$ cat config.mk
export PLATFORM = sky130hd
export DESIGN_NAME = dac_digital_control
export DESIGN_NICKNAME = d
export VERILOG_FILES = /design/src/pkg/dac_ctrl_pkg.sv /design/src/hdl/dac_digital_control.sv
export SDC_FILE = /design/constraint.sdc
export NUM_CORES = 1
export LEC_CHECK = 0
export ABC_AREA = 1
export BUFFER_PORTS_ARGS = -buffer_cell sky130_fd_sc_hd__clkbuf_2
export CORE_MARGIN = 8
export CORE_UTILIZATION = 29
export DETAILED_ROUTE_END_ITERATION = 16
export MAX_ROUTING_LAYER = met4
export RECOVER_POWER = 25
export SETUP_SLACK_MARGIN = 0.05
export SLEW_MARGIN = 25
export SYNTH_ARGS = -nofsm -noshare
export SYNTH_HDL_FRONTEND = slang
export SYNTH_SLANG_ARGS = --single-unit
$ cat constraint.sdc
create_clock -name clock -period 5.6 [get_ports clock]
set_input_delay 0 -clock clock [delete_from_list [all_inputs] [get_ports clock]]
set_output_delay 0 -clock clock [all_outputs]
set_load 0.05 [all_outputs]
$ cat src/pkg/dac_ctrl_pkg.sv
// Purpose: Shared constants and types for the stereo converter digital control.
// Assumes: One 40 MHz system clock; all converter pins are sampled into it.
// Notes: Control words are 16 bits; register selector sits in bits 15..14.
`default_nettype none
package dac_ctrl_pkg;
	// Control word layout
	localparam int CTL_WIDTH = 16;
	localparam int SEL_HI = 15;
	localparam int SEL_LO = 14;
	localparam logic [1:0] SEL_LEVEL = 2'h0;
	localparam logic [1:0] SEL_SYSTEM = 2'h1;
	// Output level control fields
	localparam int LVL_DEEMPH_BIT = 13;
	localparam int LVL_MUTE_BIT = 12;
	localparam int LVL_GAIN_HI = 10;
	localparam logic [10:0] GAIN_UNITY = 11'h400;
	// System configuration fields
	localparam int SYS_LSB_FIRST_BIT = 13;
	localparam int SYS_WORD18_BIT = 12;
	localparam int SYS_LONG_ZERO_BIT = 5;
	localparam int SYS_DEEMPH_HI = 3;
	localparam int SYS_DEEMPH_LO = 2;
	localparam int SYS_SYNC_BIT = 1;
	// Reset values
	localparam logic [15:0] LEVEL_RESET = 16'h0400;
	localparam logic [15:0] SYSTEM_RESET = 16'h0000;
	// Timing counts in sample periods and master clocks
	localparam int MASTER_PER_SAMPLE = 512;
	localparam int MASTER_PER_MOD = 16;
	localparam int OVERSAMPLE = 32;
	localparam int RESET_ENTRY_SAMPLES = 120;
	localparam int RESET_EXIT_FRAMES = 5;
	localparam int ZERO_SHORT = 2500;
	localparam int ZERO_LONG = 12500;
	localparam int AUDIO_W = 18;
	// Decoded configuration carried to the datapath
	typedef struct packed {
		logic deemph_on;
		logic chan_mute;
		logic [10:0] gain;
		logic lsb_first;
		logic word18;
		logic long_zero;
		logic [1:0] deemph_rate;
		logic mod_sync;
	} config_s;
	// Per-channel stream output
	typedef struct packed {
		logic [AUDIO_W-1:0] left;
		logic [AUDIO_W-1:0] right;
	} stereo_s;
endpackage
`default_nettype wire

$ cat src/hdl/dac_digital_control.sv
// Purpose: Digital front end of a stereo oversampling converter.
// Assumes: Pins are asynchronous and pass two flops; master clock sampled too.
// Notes: Modulator and filters are outside; this block supplies attenuated
// samples, mute state, timing strobes and configuration.
`timescale 1ns/10ps
`default_nettype none
module dac_digital_control
	import dac_ctrl_pkg::*;
(
	// System
	input wire logic clock,
	input wire logic rstn,
	// Converter pins
	input wire logic init_n,
	input wire logic master_clock_in,
	input wire logic channel_select_clock,
	input wire logic audio_bit_clock,
	input wire logic audio_data,
	input wire logic control_serial_in,
	input wire logic control_shift_clock,
	input wire logic control_load_n,
	// Flags and clocks out
	output logic left_silence_flag_n,
	output logic right_silence_flag_n,
	output logic half_master_clock_out,
	// Datapath toward the modulator
	output dac_ctrl_pkg::stereo_s sample_out,
	output logic sample_valid,
	output logic mod_tick,
	output logic frame_start,
	output logic internal_reset,
	output dac_ctrl_pkg::config_s cfg
);
	import dac_ctrl_pkg::*;

	// Two-flop synchronisers for every pin
	logic [7:0] pin_meta;
	logic [7:0] pin_sync;
	logic [7:0] pin_last;
	wire [7:0] pin_raw = {init_n, master_clock_in, channel_select_clock, audio_bit_clock,
		audio_data, control_serial_in, control_shift_clock, control_load_n};

	// First stage feeds only the second
	// Reset to the idle pin levels so no false strobe or shift edge follows reset
	always_ff @(posedge clock or negedge rstn) begin
		if (!rstn) begin
			pin_meta <= 8'h83;
			pin_sync <= 8'h83;
			pin_last <= 8'h83;
		end else begin
			pin_meta <= pin_raw;
			pin_sync <= pin_meta;
			pin_last <= pin_sync;
		end
	end

	// Named views of the synchronised pins
	wire init_s = pin_sync[7];
	wire channel_select_clock_s = pin_sync[5];
	wire din_s = pin_sync[3];
	wire ctl_in_s = pin_sync[2];
	wire shift_rise = pin_sync[1] & ~pin_last[1];
	wire load_fall = ~pin_sync[0] & pin_last[0];
	wire xin_rise = pin_sync[6] & ~pin_last[6];
	wire bck_rise = pin_sync[4] & ~pin_last[4];
	wire channel_select_clock_rise = channel_select_clock_s & ~pin_last[5];
	wire channel_select_clock_edge = channel_select_clock_s ^ pin_last[5];

	// Master clock divided by two drives the system clock output
	logic half_div;
	always_ff @(posedge clock or negedge rstn) begin
		if (!rstn) half_div <= 1'b0;
		else if (xin_rise) half_div <= ~half_div;
	end
	assign half_master_clock_out = half_div;

	// Master-clock phase within a sample; rise of channel clock realigns it while sync is set or internal reset is active
	logic [8:0] phase;
	wire realign = channel_select_clock_rise & (cfg.mod_sync | internal_reset);
	always_ff @(posedge clock or negedge rstn) begin
		if (!rstn) phase <= 9'h000;
		else if (realign) phase <= 9'h000;
		else if (xin_rise) phase <= phase + 9'h001;
	end
	// One modulator value per 16 masters, 32 per sample
	assign mod_tick = xin_rise & (phase[3:0] == 4'(MASTER_PER_MOD - 1));
	assign frame_start = channel_select_clock_rise;

	// Internal reset sequencing, counted in sample periods
	logic [6:0] entry_cnt;
	logic [2:0] exit_cnt;
	wire sample_tick = xin_rise & (phase == 9'(MASTER_PER_SAMPLE - 1));
	always_ff @(posedge clock or negedge rstn) begin
		if (!rstn) begin
			entry_cnt <= 7'h00;
			exit_cnt <= 3'h0;
			internal_reset <= 1'b1;
		end else if (!init_s) begin
			exit_cnt <= 3'h0;
			// Entry delay measured on the master-derived sample rate
			if (sample_tick && entry_cnt != 7'(RESET_ENTRY_SAMPLES))
				entry_cnt <= entry_cnt + 7'h01;
			if (entry_cnt == 7'(RESET_ENTRY_SAMPLES)) internal_reset <= 1'b1;
		end else begin
			entry_cnt <= 7'h00;
			// Release after frames of the channel clock, which must keep running
			if (internal_reset && channel_select_clock_rise) begin
				if (exit_cnt == 3'(RESET_EXIT_FRAMES - 1)) internal_reset <= 1'b0;
				else exit_cnt <= exit_cnt + 3'h1;
			end
		end
	end

	// Control shift register, least significant bit first
	logic [15:0] ctl_shift;
	logic [15:0] level_reg;
	logic [15:0] system_reg;
	wire [1:0] ctl_sel = ctl_shift[SEL_HI:SEL_LO];
	always_ff @(posedge clock or negedge rstn) begin
		if (!rstn) ctl_shift <= 16'h0000;
		else if (shift_rise) ctl_shift <= {ctl_in_s, ctl_shift[15:1]};
	end

	// Registers load on strobe fall; invalid selector leaves both untouched
	// Reserved bits are stored as written; the host keeps them zero
	always_ff @(posedge clock or negedge rstn) begin
		if (!rstn) begin
			level_reg <= LEVEL_RESET;
			system_reg <= SYSTEM_RESET;
		end else if (load_fall) begin
			if (ctl_sel == SEL_LEVEL) level_reg <= ctl_shift;
			else if (ctl_sel == SEL_SYSTEM) system_reg <= ctl_shift;
		end
	end

	// Field decode for the datapath
	assign cfg.deemph_on = level_reg[LVL_DEEMPH_BIT];
	assign cfg.chan_mute = level_reg[LVL_MUTE_BIT];
	assign cfg.gain = level_reg[LVL_GAIN_HI:0];
	assign cfg.lsb_first = system_reg[SYS_LSB_FIRST_BIT];
	assign cfg.word18 = system_reg[SYS_WORD18_BIT];
	assign cfg.long_zero = system_reg[SYS_LONG_ZERO_BIT];
	// Coefficient set is honoured by the filter only at the tabled rates
	assign cfg.deemph_rate = system_reg[SYS_DEEMPH_HI:SYS_DEEMPH_LO];
	assign cfg.mod_sync = system_reg[SYS_SYNC_BIT];

	// Audio word capture; word ends when the channel clock toggles
	logic [17:0] aud_shift;
	logic [4:0] bit_cnt;
	logic word_left;
	wire [4:0] word_len = cfg.word18 ? 5'd18 : 5'd16;
	always_ff @(posedge clock or negedge rstn) begin
		if (!rstn) begin
			aud_shift <= 18'h00000;
			bit_cnt <= 5'h00;
			word_left <= 1'b0;
		end else if (channel_select_clock_edge) begin
			bit_cnt <= 5'h00;
			word_left <= channel_select_clock_s;
		end else if (bck_rise && bit_cnt != word_len) begin
			bit_cnt <= bit_cnt + 5'h01;
			if (cfg.lsb_first) aud_shift <= {din_s, aud_shift[17:1]};
			else aud_shift <= {aud_shift[16:0], din_s};
		end
	end

	// Right-justify an LSB-first word and sign-extend 16-bit words
	wire [17:0] lsb_aligned = cfg.word18 ? aud_shift : {2'h0, aud_shift[17:2]};
	wire [17:0] raw_word = cfg.lsb_first ? lsb_aligned : aud_shift;
	wire signed [17:0] word_val = cfg.word18 ? raw_word :
		{{2{raw_word[15]}}, raw_word[15:0]};
	wire word_zero = (word_val == 18'sh00000);

	// Gain: value * code / 1024, a linear stand-in for the curve
	wire signed [29:0] scaled = word_val * $signed({1'b0, cfg.gain});
	wire signed [17:0] atten_val = scaled[27:10];

	// Zero-run counters per channel
	logic [13:0] zero_cnt [2];
	logic [1:0] silent;
	wire [13:0] zero_limit = cfg.long_zero ? 14'(ZERO_LONG) : 14'(ZERO_SHORT);
	for (genvar ch = 0; ch < 2; ch++) begin : g_zero
		wire mine = (ch == 0) ? word_left : ~word_left;
		wire take = channel_select_clock_edge & mine;
		always_ff @(posedge clock or negedge rstn) begin
			if (!rstn) begin
				zero_cnt[ch] <= 14'h0000;
				silent[ch] <= 1'b0;
			end else if (internal_reset) begin
				zero_cnt[ch] <= 14'h0000;
				silent[ch] <= 1'b0;
			end else if (take) begin
				if (!word_zero) begin
					zero_cnt[ch] <= 14'h0000;
					silent[ch] <= 1'b0;
				end else if (zero_cnt[ch] + 14'h0001 >= zero_limit) begin
					silent[ch] <= 1'b1;
				end else begin
					zero_cnt[ch] <= zero_cnt[ch] + 14'h0001;
				end
			end
		end
	end

	// Mute on zero run, control bit or reset; the flag shows mute too
	wire mute_l = silent[0] | cfg.chan_mute | internal_reset;
	wire mute_r = silent[1] | cfg.chan_mute | internal_reset;
	assign left_silence_flag_n = ~mute_l;
	assign right_silence_flag_n = ~mute_r;

	// Sample hold; muted channels carry zero data, that is mid-scale duty
	always_ff @(posedge clock or negedge rstn) begin
		if (!rstn) begin
			sample_out <= '0;
			sample_valid <= 1'b0;
		end else begin
			sample_valid <= channel_select_clock_edge & ~internal_reset;
			if (mute_l) sample_out.left <= '0;
			else if (channel_select_clock_edge && word_left) sample_out.left <= atten_val;
			if (mute_r) sample_out.right <= '0;
			else if (channel_select_clock_edge && !word_left) sample_out.right <= atten_val;
		end
	end
endmodule
`default_nettype wire

==> results.yml, run 1 <==
setup_path:
  cp-start-kind: "flop"
  cp_cell_sequence: "inv_2 > nand2_4 > buf_8 > o21ai_4 > nand2_1 > fa_1 > inv_1 > fa_1 > fa_1 > fa_1 > inv_1 > fa_1 > inv_1 > ha_2 > nand2_4 > nor2_4 > buf_6 > nand2_1 > nor3_1 > nand2_1 > nand2_1 > nand2_2 > nand3_1 > nand2_1"
  cp.arrival_ns: 5.80
  cp_num_buf_inv: 6
  r2r-end: "sample_out[17]"
  slowest_stage: "fa_1"
  slowest_delay_ns: 0.55
  reg2regPathDepth: 24
  cp_max_fo: 10
  critPathKind: "flop to flop"
  reg2reg_from: "system_reg[12]"
  end_kind: "flop"
  cp.required_ns: 5.95
  cp_top_family: "adder cells"
  rrSetupSlack_ns: 0.15
routing:
  antenna_left: 0
  drc: 0
  wl_per_cell_um: 14.3
  totalWireLength_um: 39700
  vias: 12700
  viasPerCell: 4.57
  drt_iter0_drc: 664
  dr.pass1.iters: 6
run_status:
  violations: "capacitance limit, slew limit"
  status: "finished, violations left"
cts:
  clkLatencyLatePin_ns: 0.47
  tritoncts: "done"
  clock-sinks: 168
  cts.path.max_buffers: 2
  clk_pin_slew_ns: 0.08
  cts_buffers: 17
  ctsHtreeMaxLevel: 4
  root_buffer: "clkbuf_16"
min_path:
  min_from: "control_shift_clock"
  hold_depth: 2
  worstHoldEndpoint: "pin_meta[1]"
  hold_path.class: "input port to flop"
layout:
  largest_reg_flops: 36
  largestRegisters: "sample_out: 36 flops, zero_cnt: 28 flops, aud_shift: 18 flops"
  stdcell_count: 2777
  area_growth_pct: 21.1
  utilization_pct: 35.4
  fin_area_mm2: 0.0185
  largest-register: "sample_out"
  drive_gt1_share_pct: 19.9
  antenna_cells: 0
  fillers: 5314
  nNetsFinal: 2335
power_and_ir_drop:
  leakagePower_nw: 9.45
  p_total_mw: 10.3
  power_density_mw_per_mm2: 556
  max-vdd-ir-drop_v: 0.000411
placement:
  place_area_mm2: 0.0169
  dp.cells: 2699
  pre_cts_slack_ns: -0.110
  dp_hpwl_um: 30600
  gp_congestion: 0.904
  io_buffers: 71
logic_synthesis:
  ys_ff_latch: 168
  syn_avg_cell_area_um2: 8.02
  synth_area_leaders: "dfrtp_1 26%, fa_1 22%, nand2_1 12%, inv_1 9.6%, ha_1 6.5%"
  yosysUniqueCellTypes: 47
  synth_top_area_share_pct: 25.8
  yosys_warnings: 0
  synth_area_mm2: 0.0153
  synth_enable_flop_cells: 0
  synth-seq-area-share_pct: 27.5
  yosys.area.top_type: "dfrtp_1"
  syn-num-nets: 2169
  ys.flop_type: "dfrtp_1"
  synth_cells: 1910
  async_flop_share_pct: 100
timing:
  worst_pin_slew_ns: 4.09
  skew_ns: 0.0169
  relSlewSlack_pct: -173
  grt_setup_unrepaired: "true"
  hold_viol: 0
  slew_violations: 85
  hold_ws_ns: 0.161
  fin_crit_sh_pct: 97.3
  timing.fmax_mhz: 183
  finalSetupTns_ns: 0
  setup_ws_ns: 0.149
  setup_violations: 0
  min_period_ns: 5.45
global_route:
  grtUsageTotal_pct: 14.0
  antenna_found_initial: 0
  grt_pass1_vias: 13400
  grt_pass1_wl_um: 67100
  grt_overflow: 0
  grt_max_degree: 85
floorplanning:
  fp.dieArea_mm2: 0.0604
  rows: 84
  coreArea_mm2: 0.0524
  start_util_pct: 29.2
  ioPinCount: 72
  dieHeight_um: 246
  fp.dieW_um: 246
run:
  maxCapViolCount: 1
## per-layer routing
layer	wire, µm	GRT usage (%)
met1	16600	16.3
met2	20900	24.8
met3	1150	1.72
met4	999	4.72
met5	0	-
## how the worst max path moves through the flow
| stage | start | end | slack (ns) | cells after the start |
|---|---|---|---|---|
| detailed placement | system_reg[13] | sample_out[33] | -0.11 | 23 |
| global route | system_reg[12] | sample_out[35] | -0.06 | 24 |
| global placement | system_reg[13] | sample_out[15] | -0.08 | 23 |
| floorplan | system_reg[13] | sample_out[17] | 0.08 | 26 |
| CTS | system_reg[13] | sample_out[33] | 0.03 | 24 |
| finish | system_reg[12] | sample_out[17] | 0.15 | 24 |
## synthesized netlist by cell type, types with 8 or more instances
library cell  count
o21ai_1          17
nor3_1           18
inv_1           393
o21ai_2          12
dfstp_2          10
nand4_1          41
clkbuf_1         33
a31oi_1           8
ha_1             79
nand3_1          76
o21ai_0          68
fa_1            170
nand2_1         502
dfrtp_1         158
nand3b_1          9
o211ai_1         14
nor2_1          127
xor2_1           19
a21oi_1          34
xnor2_1          10
nand2_2           8
inv_2            11
nand3_2          20
buf_1             9
## kinds of logic (layout without fill, tap and decap cells)
logic type | Yosys count | in the layout | share of synthesized area (%)
XOR/XNOR | 29 | 29 | 1.66
AND/OR/NAND/NOR | 826 | 826 | 23.5
multiplexers | 1 | 1 | 0.0735
buffers and inverters | 465 | 644 | 12.0
flip-flops | 168 | 168 | 27.5
adder cells (fa/ha/maj) | 249 | 249 | 28.7
AO/OA/AOI/OAI | 172 | 172 | 6.61
## cells in the final DEF, fill, tap and decap left out, types with 7 or more instances in the layout
| cell | n |
|---|---|
| nor2_1 | 113 |
| nor3_1 | 13 |
| buf_6 | 10 |
| inv_2 | 30 |
| dlygate4sd3_1 | 9 |
| nand3_1 | 73 |
| buf_4 | 108 |
| o211ai_1 | 14 |
| fa_1 | 168 |
| ha_4 | 17 |
| a21oi_1 | 23 |
| o21ai_1 | 21 |
| nand4_1 | 41 |
| nand3_2 | 23 |
| xor2_1 | 19 |
| o21ai_0 | 58 |
| nand3b_1 | 9 |
| xnor2_1 | 10 |
| dfstp_2 | 10 |
| nand2_2 | 25 |
| a21oi_2 | 9 |
| clkbuf_2 | 68 |
| nand2_1 | 483 |
| nor2_2 | 13 |
| inv_1 | 372 |
| dfrtp_1 | 155 |
| o21ai_4 | 7 |
| o21ai_2 | 11 |
| ha_1 | 60 |
| clkbuf_16 | 17 |
## report_power, final
group / total (mW) / internal, mW / switching, mW
logic: 7.44 / 2.92 / 4.52
clock network: 1.22 / 0.609 / 0.610
registers: 1.65 / 1.46 / 0.190
total: 10.3 / 4.99 / 5.32
## area by class of cell
cell class | instances | area, µm² | share of cell area, %
multi-input cells | 1277 | 9880 | 53.3
repair buffers | 202 | 1420 | 7.66
inverters | 410 | 1550 | 8.35
clock inverters | 15 | 191 | 1.03
well taps | 688 | 861 | 4.64
flip-flops and latches | 168 | 4220 | 22.8
clock buffers | 17 | 425 | 2.29
## repair_timing
action                                 in CTS  in global routing
hold buffers                                9                  0
cloned                                      0                  1
endpoints found under the hold margin      87                  0
setup endpoints to repair                  12                 34
pin swaps                                  12                 66
resized for setup                          21                140
buffers inserted                            7                 29
No activity file was read; power rests on OpenSTA's default activity.
==> run 2, diff against run 1 <==
--- a/config.mk
+++ b/config.mk
@@ -9,6 +9,7 @@
 export BUFFER_PORTS_ARGS = -buffer_cell sky130_fd_sc_hd__clkbuf_2
 export CORE_MARGIN = 8
 export CORE_UTILIZATION = 29
+export CTS_BUF_LIST = sky130_fd_sc_hd__clkbuf_8
 export DETAILED_ROUTE_END_ITERATION = 16
 export MAX_ROUTING_LAYER = met4
 export RECOVER_POWER = 25
==> results.yml, run 2 (synthesized netlist as in run 1, its figures left out) <==
routing:
  vias: 12700
  wl_per_cell_um: 14.3
  totalWireLength_um: 39900
  drc: 0
  dr.pass1.iters: 5
  viasPerCell: 4.57
  drt_iter0_drc: 725
  antenna_left: 0
layout:
  area_growth_pct: 21.5
  antenna_cells: 0
  stdcell_count: 2787
  ff_latch_area_mm2: 0.00422
  multiInputGateArea_mm2: 0.0100
  largest_reg_flops: 36
  utilization_pct: 35.5
  fillers: 5316
  largestRegisters: "sample_out: 36 flops, zero_cnt: 28 flops, aud_shift: 18 flops"
  drive_gt1_share_pct: 21.2
  largest-register: "sample_out"
  layout_common_cells: "477 x nand2_1, 376 x inv_1, 162 x fa_1"
  final_common_cell: "nand2_1"
  fin_area_mm2: 0.0186
  nNetsFinal: 2345
floorplanning:
  dieHeight_um: 246
  fp.dieW_um: 246
  fp.dieArea_mm2: 0.0604
  rows: 84
  start_util_pct: 29.2
  coreArea_mm2: 0.0524
  ioPinCount: 72
timing:
  setup_violations: 0
  min_period_ns: 5.51
  grt_setup_unrepaired: "true"
  finalSetupTns_ns: 0
  timing.fmax_mhz: 182
  relSlewSlack_pct: 39.4
  fin_crit_sh_pct: 98.3
  setup_ws_ns: 0.0927
  skew_ns: 0.0241
  hold_ws_ns: 0.0584
  slew_violations: 0
  hold_viol: 0
  worst_pin_slew_ns: 0.905
global_route:
  grtUsageTotal_pct: 13.9
  antenna_found_initial: 0
  grt_pass1_wl_um: 66800
  grt_max_degree: 85
  grt_overflow: 0
  grt_pass1_vias: 13400
setup_path:
  reg2reg_from: "system_reg[13]"
  critPathKind: "flop to flop"
  reg2regPathDepth: 27
  end_kind: "flop"
  cp.arrival_ns: 5.92
  cp.required_ns: 6.01
  cp_max_fo: 5
  cp-start-kind: "flop"
  critPathLaunch: "system_reg[13]"
run:
  maxCapViolCount: 0
placement:
  dp.cells: 2699
  gp_congestion: 0.904
  place_area_mm2: 0.0169
  dp_hpwl_um: 30600
  pre_cts_slack_ns: -0.110
  io_buffers: 71
power_and_ir_drop:
  power.switching_mw: 5.41
  power_density_mw_per_mm2: 550
  p_total_mw: 10.2
  p_int_mw: 4.84
  p_sw_share_pct: 52.8
  leakagePower_nw: 9.49
  p_clk_share_pct: 9.0
  max-vdd-ir-drop_v: 0.000312
  seq_power_share_pct: 16.1
  combPwrFrac_pct: 75.0
min_path:
  hold_path.class: "input port to asynchronous set/reset pin"
cts:
  clock-sinks: 168
  cts_buffers: 17
  clkLatencyLatePin_ns: 0.53
  clk_pin_slew_ns: 0.11
  ctsHtreeMaxLevel: 4
  root_buffer: "clkbuf_8"
  cts.path.max_buffers: 2
  tritoncts: "done"
run_status:
  status: "complete, no violations"
[run 2: changes by cell type in the layout (fill, tap and decap cells not counted), sizes merged]
| cell | change |
|---|---|
| clkbuf | +1 |
| buf | +10 |
| clkdlybuf4s25 | -1 |
[run 2: layer usage]
metal	vias up	routed length (µm)	GRT usage (%)	share of wire, %
met5	-	0	-	0
met1	6276	16500	16.1	41
met4	0	1140	4.79	2.9
li1	6186	-	-	-
met2	210	21000	24.6	53
met3	69	1220	2.01	3.1
[run 2: power groups by stage]
stage / Clock (mW) / Sequential (mW) / Combinational, mW
finish: 0.919 / 1.65 / 7.68
global route: 0.998 / 1.68 / 8.59
CTS: 0.956 / 1.65 / 6.44
detailed placement: 0 / 1.67 / 6.23
global placement: 0 / 1.66 / 6.17
floorplan: 0 / 2.00 / 3.78
[run 2: worst max-delay path: stages, from the launching register on]
cell and delay (ns):
dfrtp_2 0.46, o21ai_2 0.18, nand2_1 0.09, nand2_2 0.10
clkinvlp_4 0.12, buf_4 0.16, buf_4 0.14, nor2_4 0.09
fa_2 0.50, buf_6 0.15, fa_1 0.49, inv_2 0.04
fa_1 0.53, inv_2 0.05, fa_1 0.54, inv_2 0.04
fa_1 0.49, inv_2 0.05, ha_4 0.28, inv_4 0.04
nor3_4 0.14, nand2_1 0.11, nor3_1 0.15, nand2_1 0.16
nand2_1 0.13, nand2_2 0.07, nand3_1 0.06, nand2_1 0.05
[run 2: path summary, 6_finish.rpt]
path                                        to  slack [ns]
worst max-delay path            sample_out[17]        0.09
worst min-delay path               zero_cnt[0]        0.06
worst max register to register  sample_out[17]        0.09
worst min register to register     pin_sync[6]        0.36
max in group asynchronous       system_reg[12]        4.38
min in group clock                 pin_meta[1]        0.09
[run 2: cell type report]
cell class | count | share of cell area [%]
timing repair buffer | 212 | 8.31
tap | 688 | 4.62
inverter | 410 | 8.31
clock inverter | 15 | 1.03
clock buffer | 17 | 1.26
multi-input combinational | 1277 | 53.8
sequential | 168 | 22.7
[run 2: timing repair]
item | in CTS | in global routing
endpoints found under the hold margin | 90 | 0
endpoints found under the setup margin | 17 | 34
cloned | 0 | 2
buffers inserted | 7 | 39
hold buffers | 9 | 0
pin swaps | 15 | 69
gates resized for setup | 27 | 170
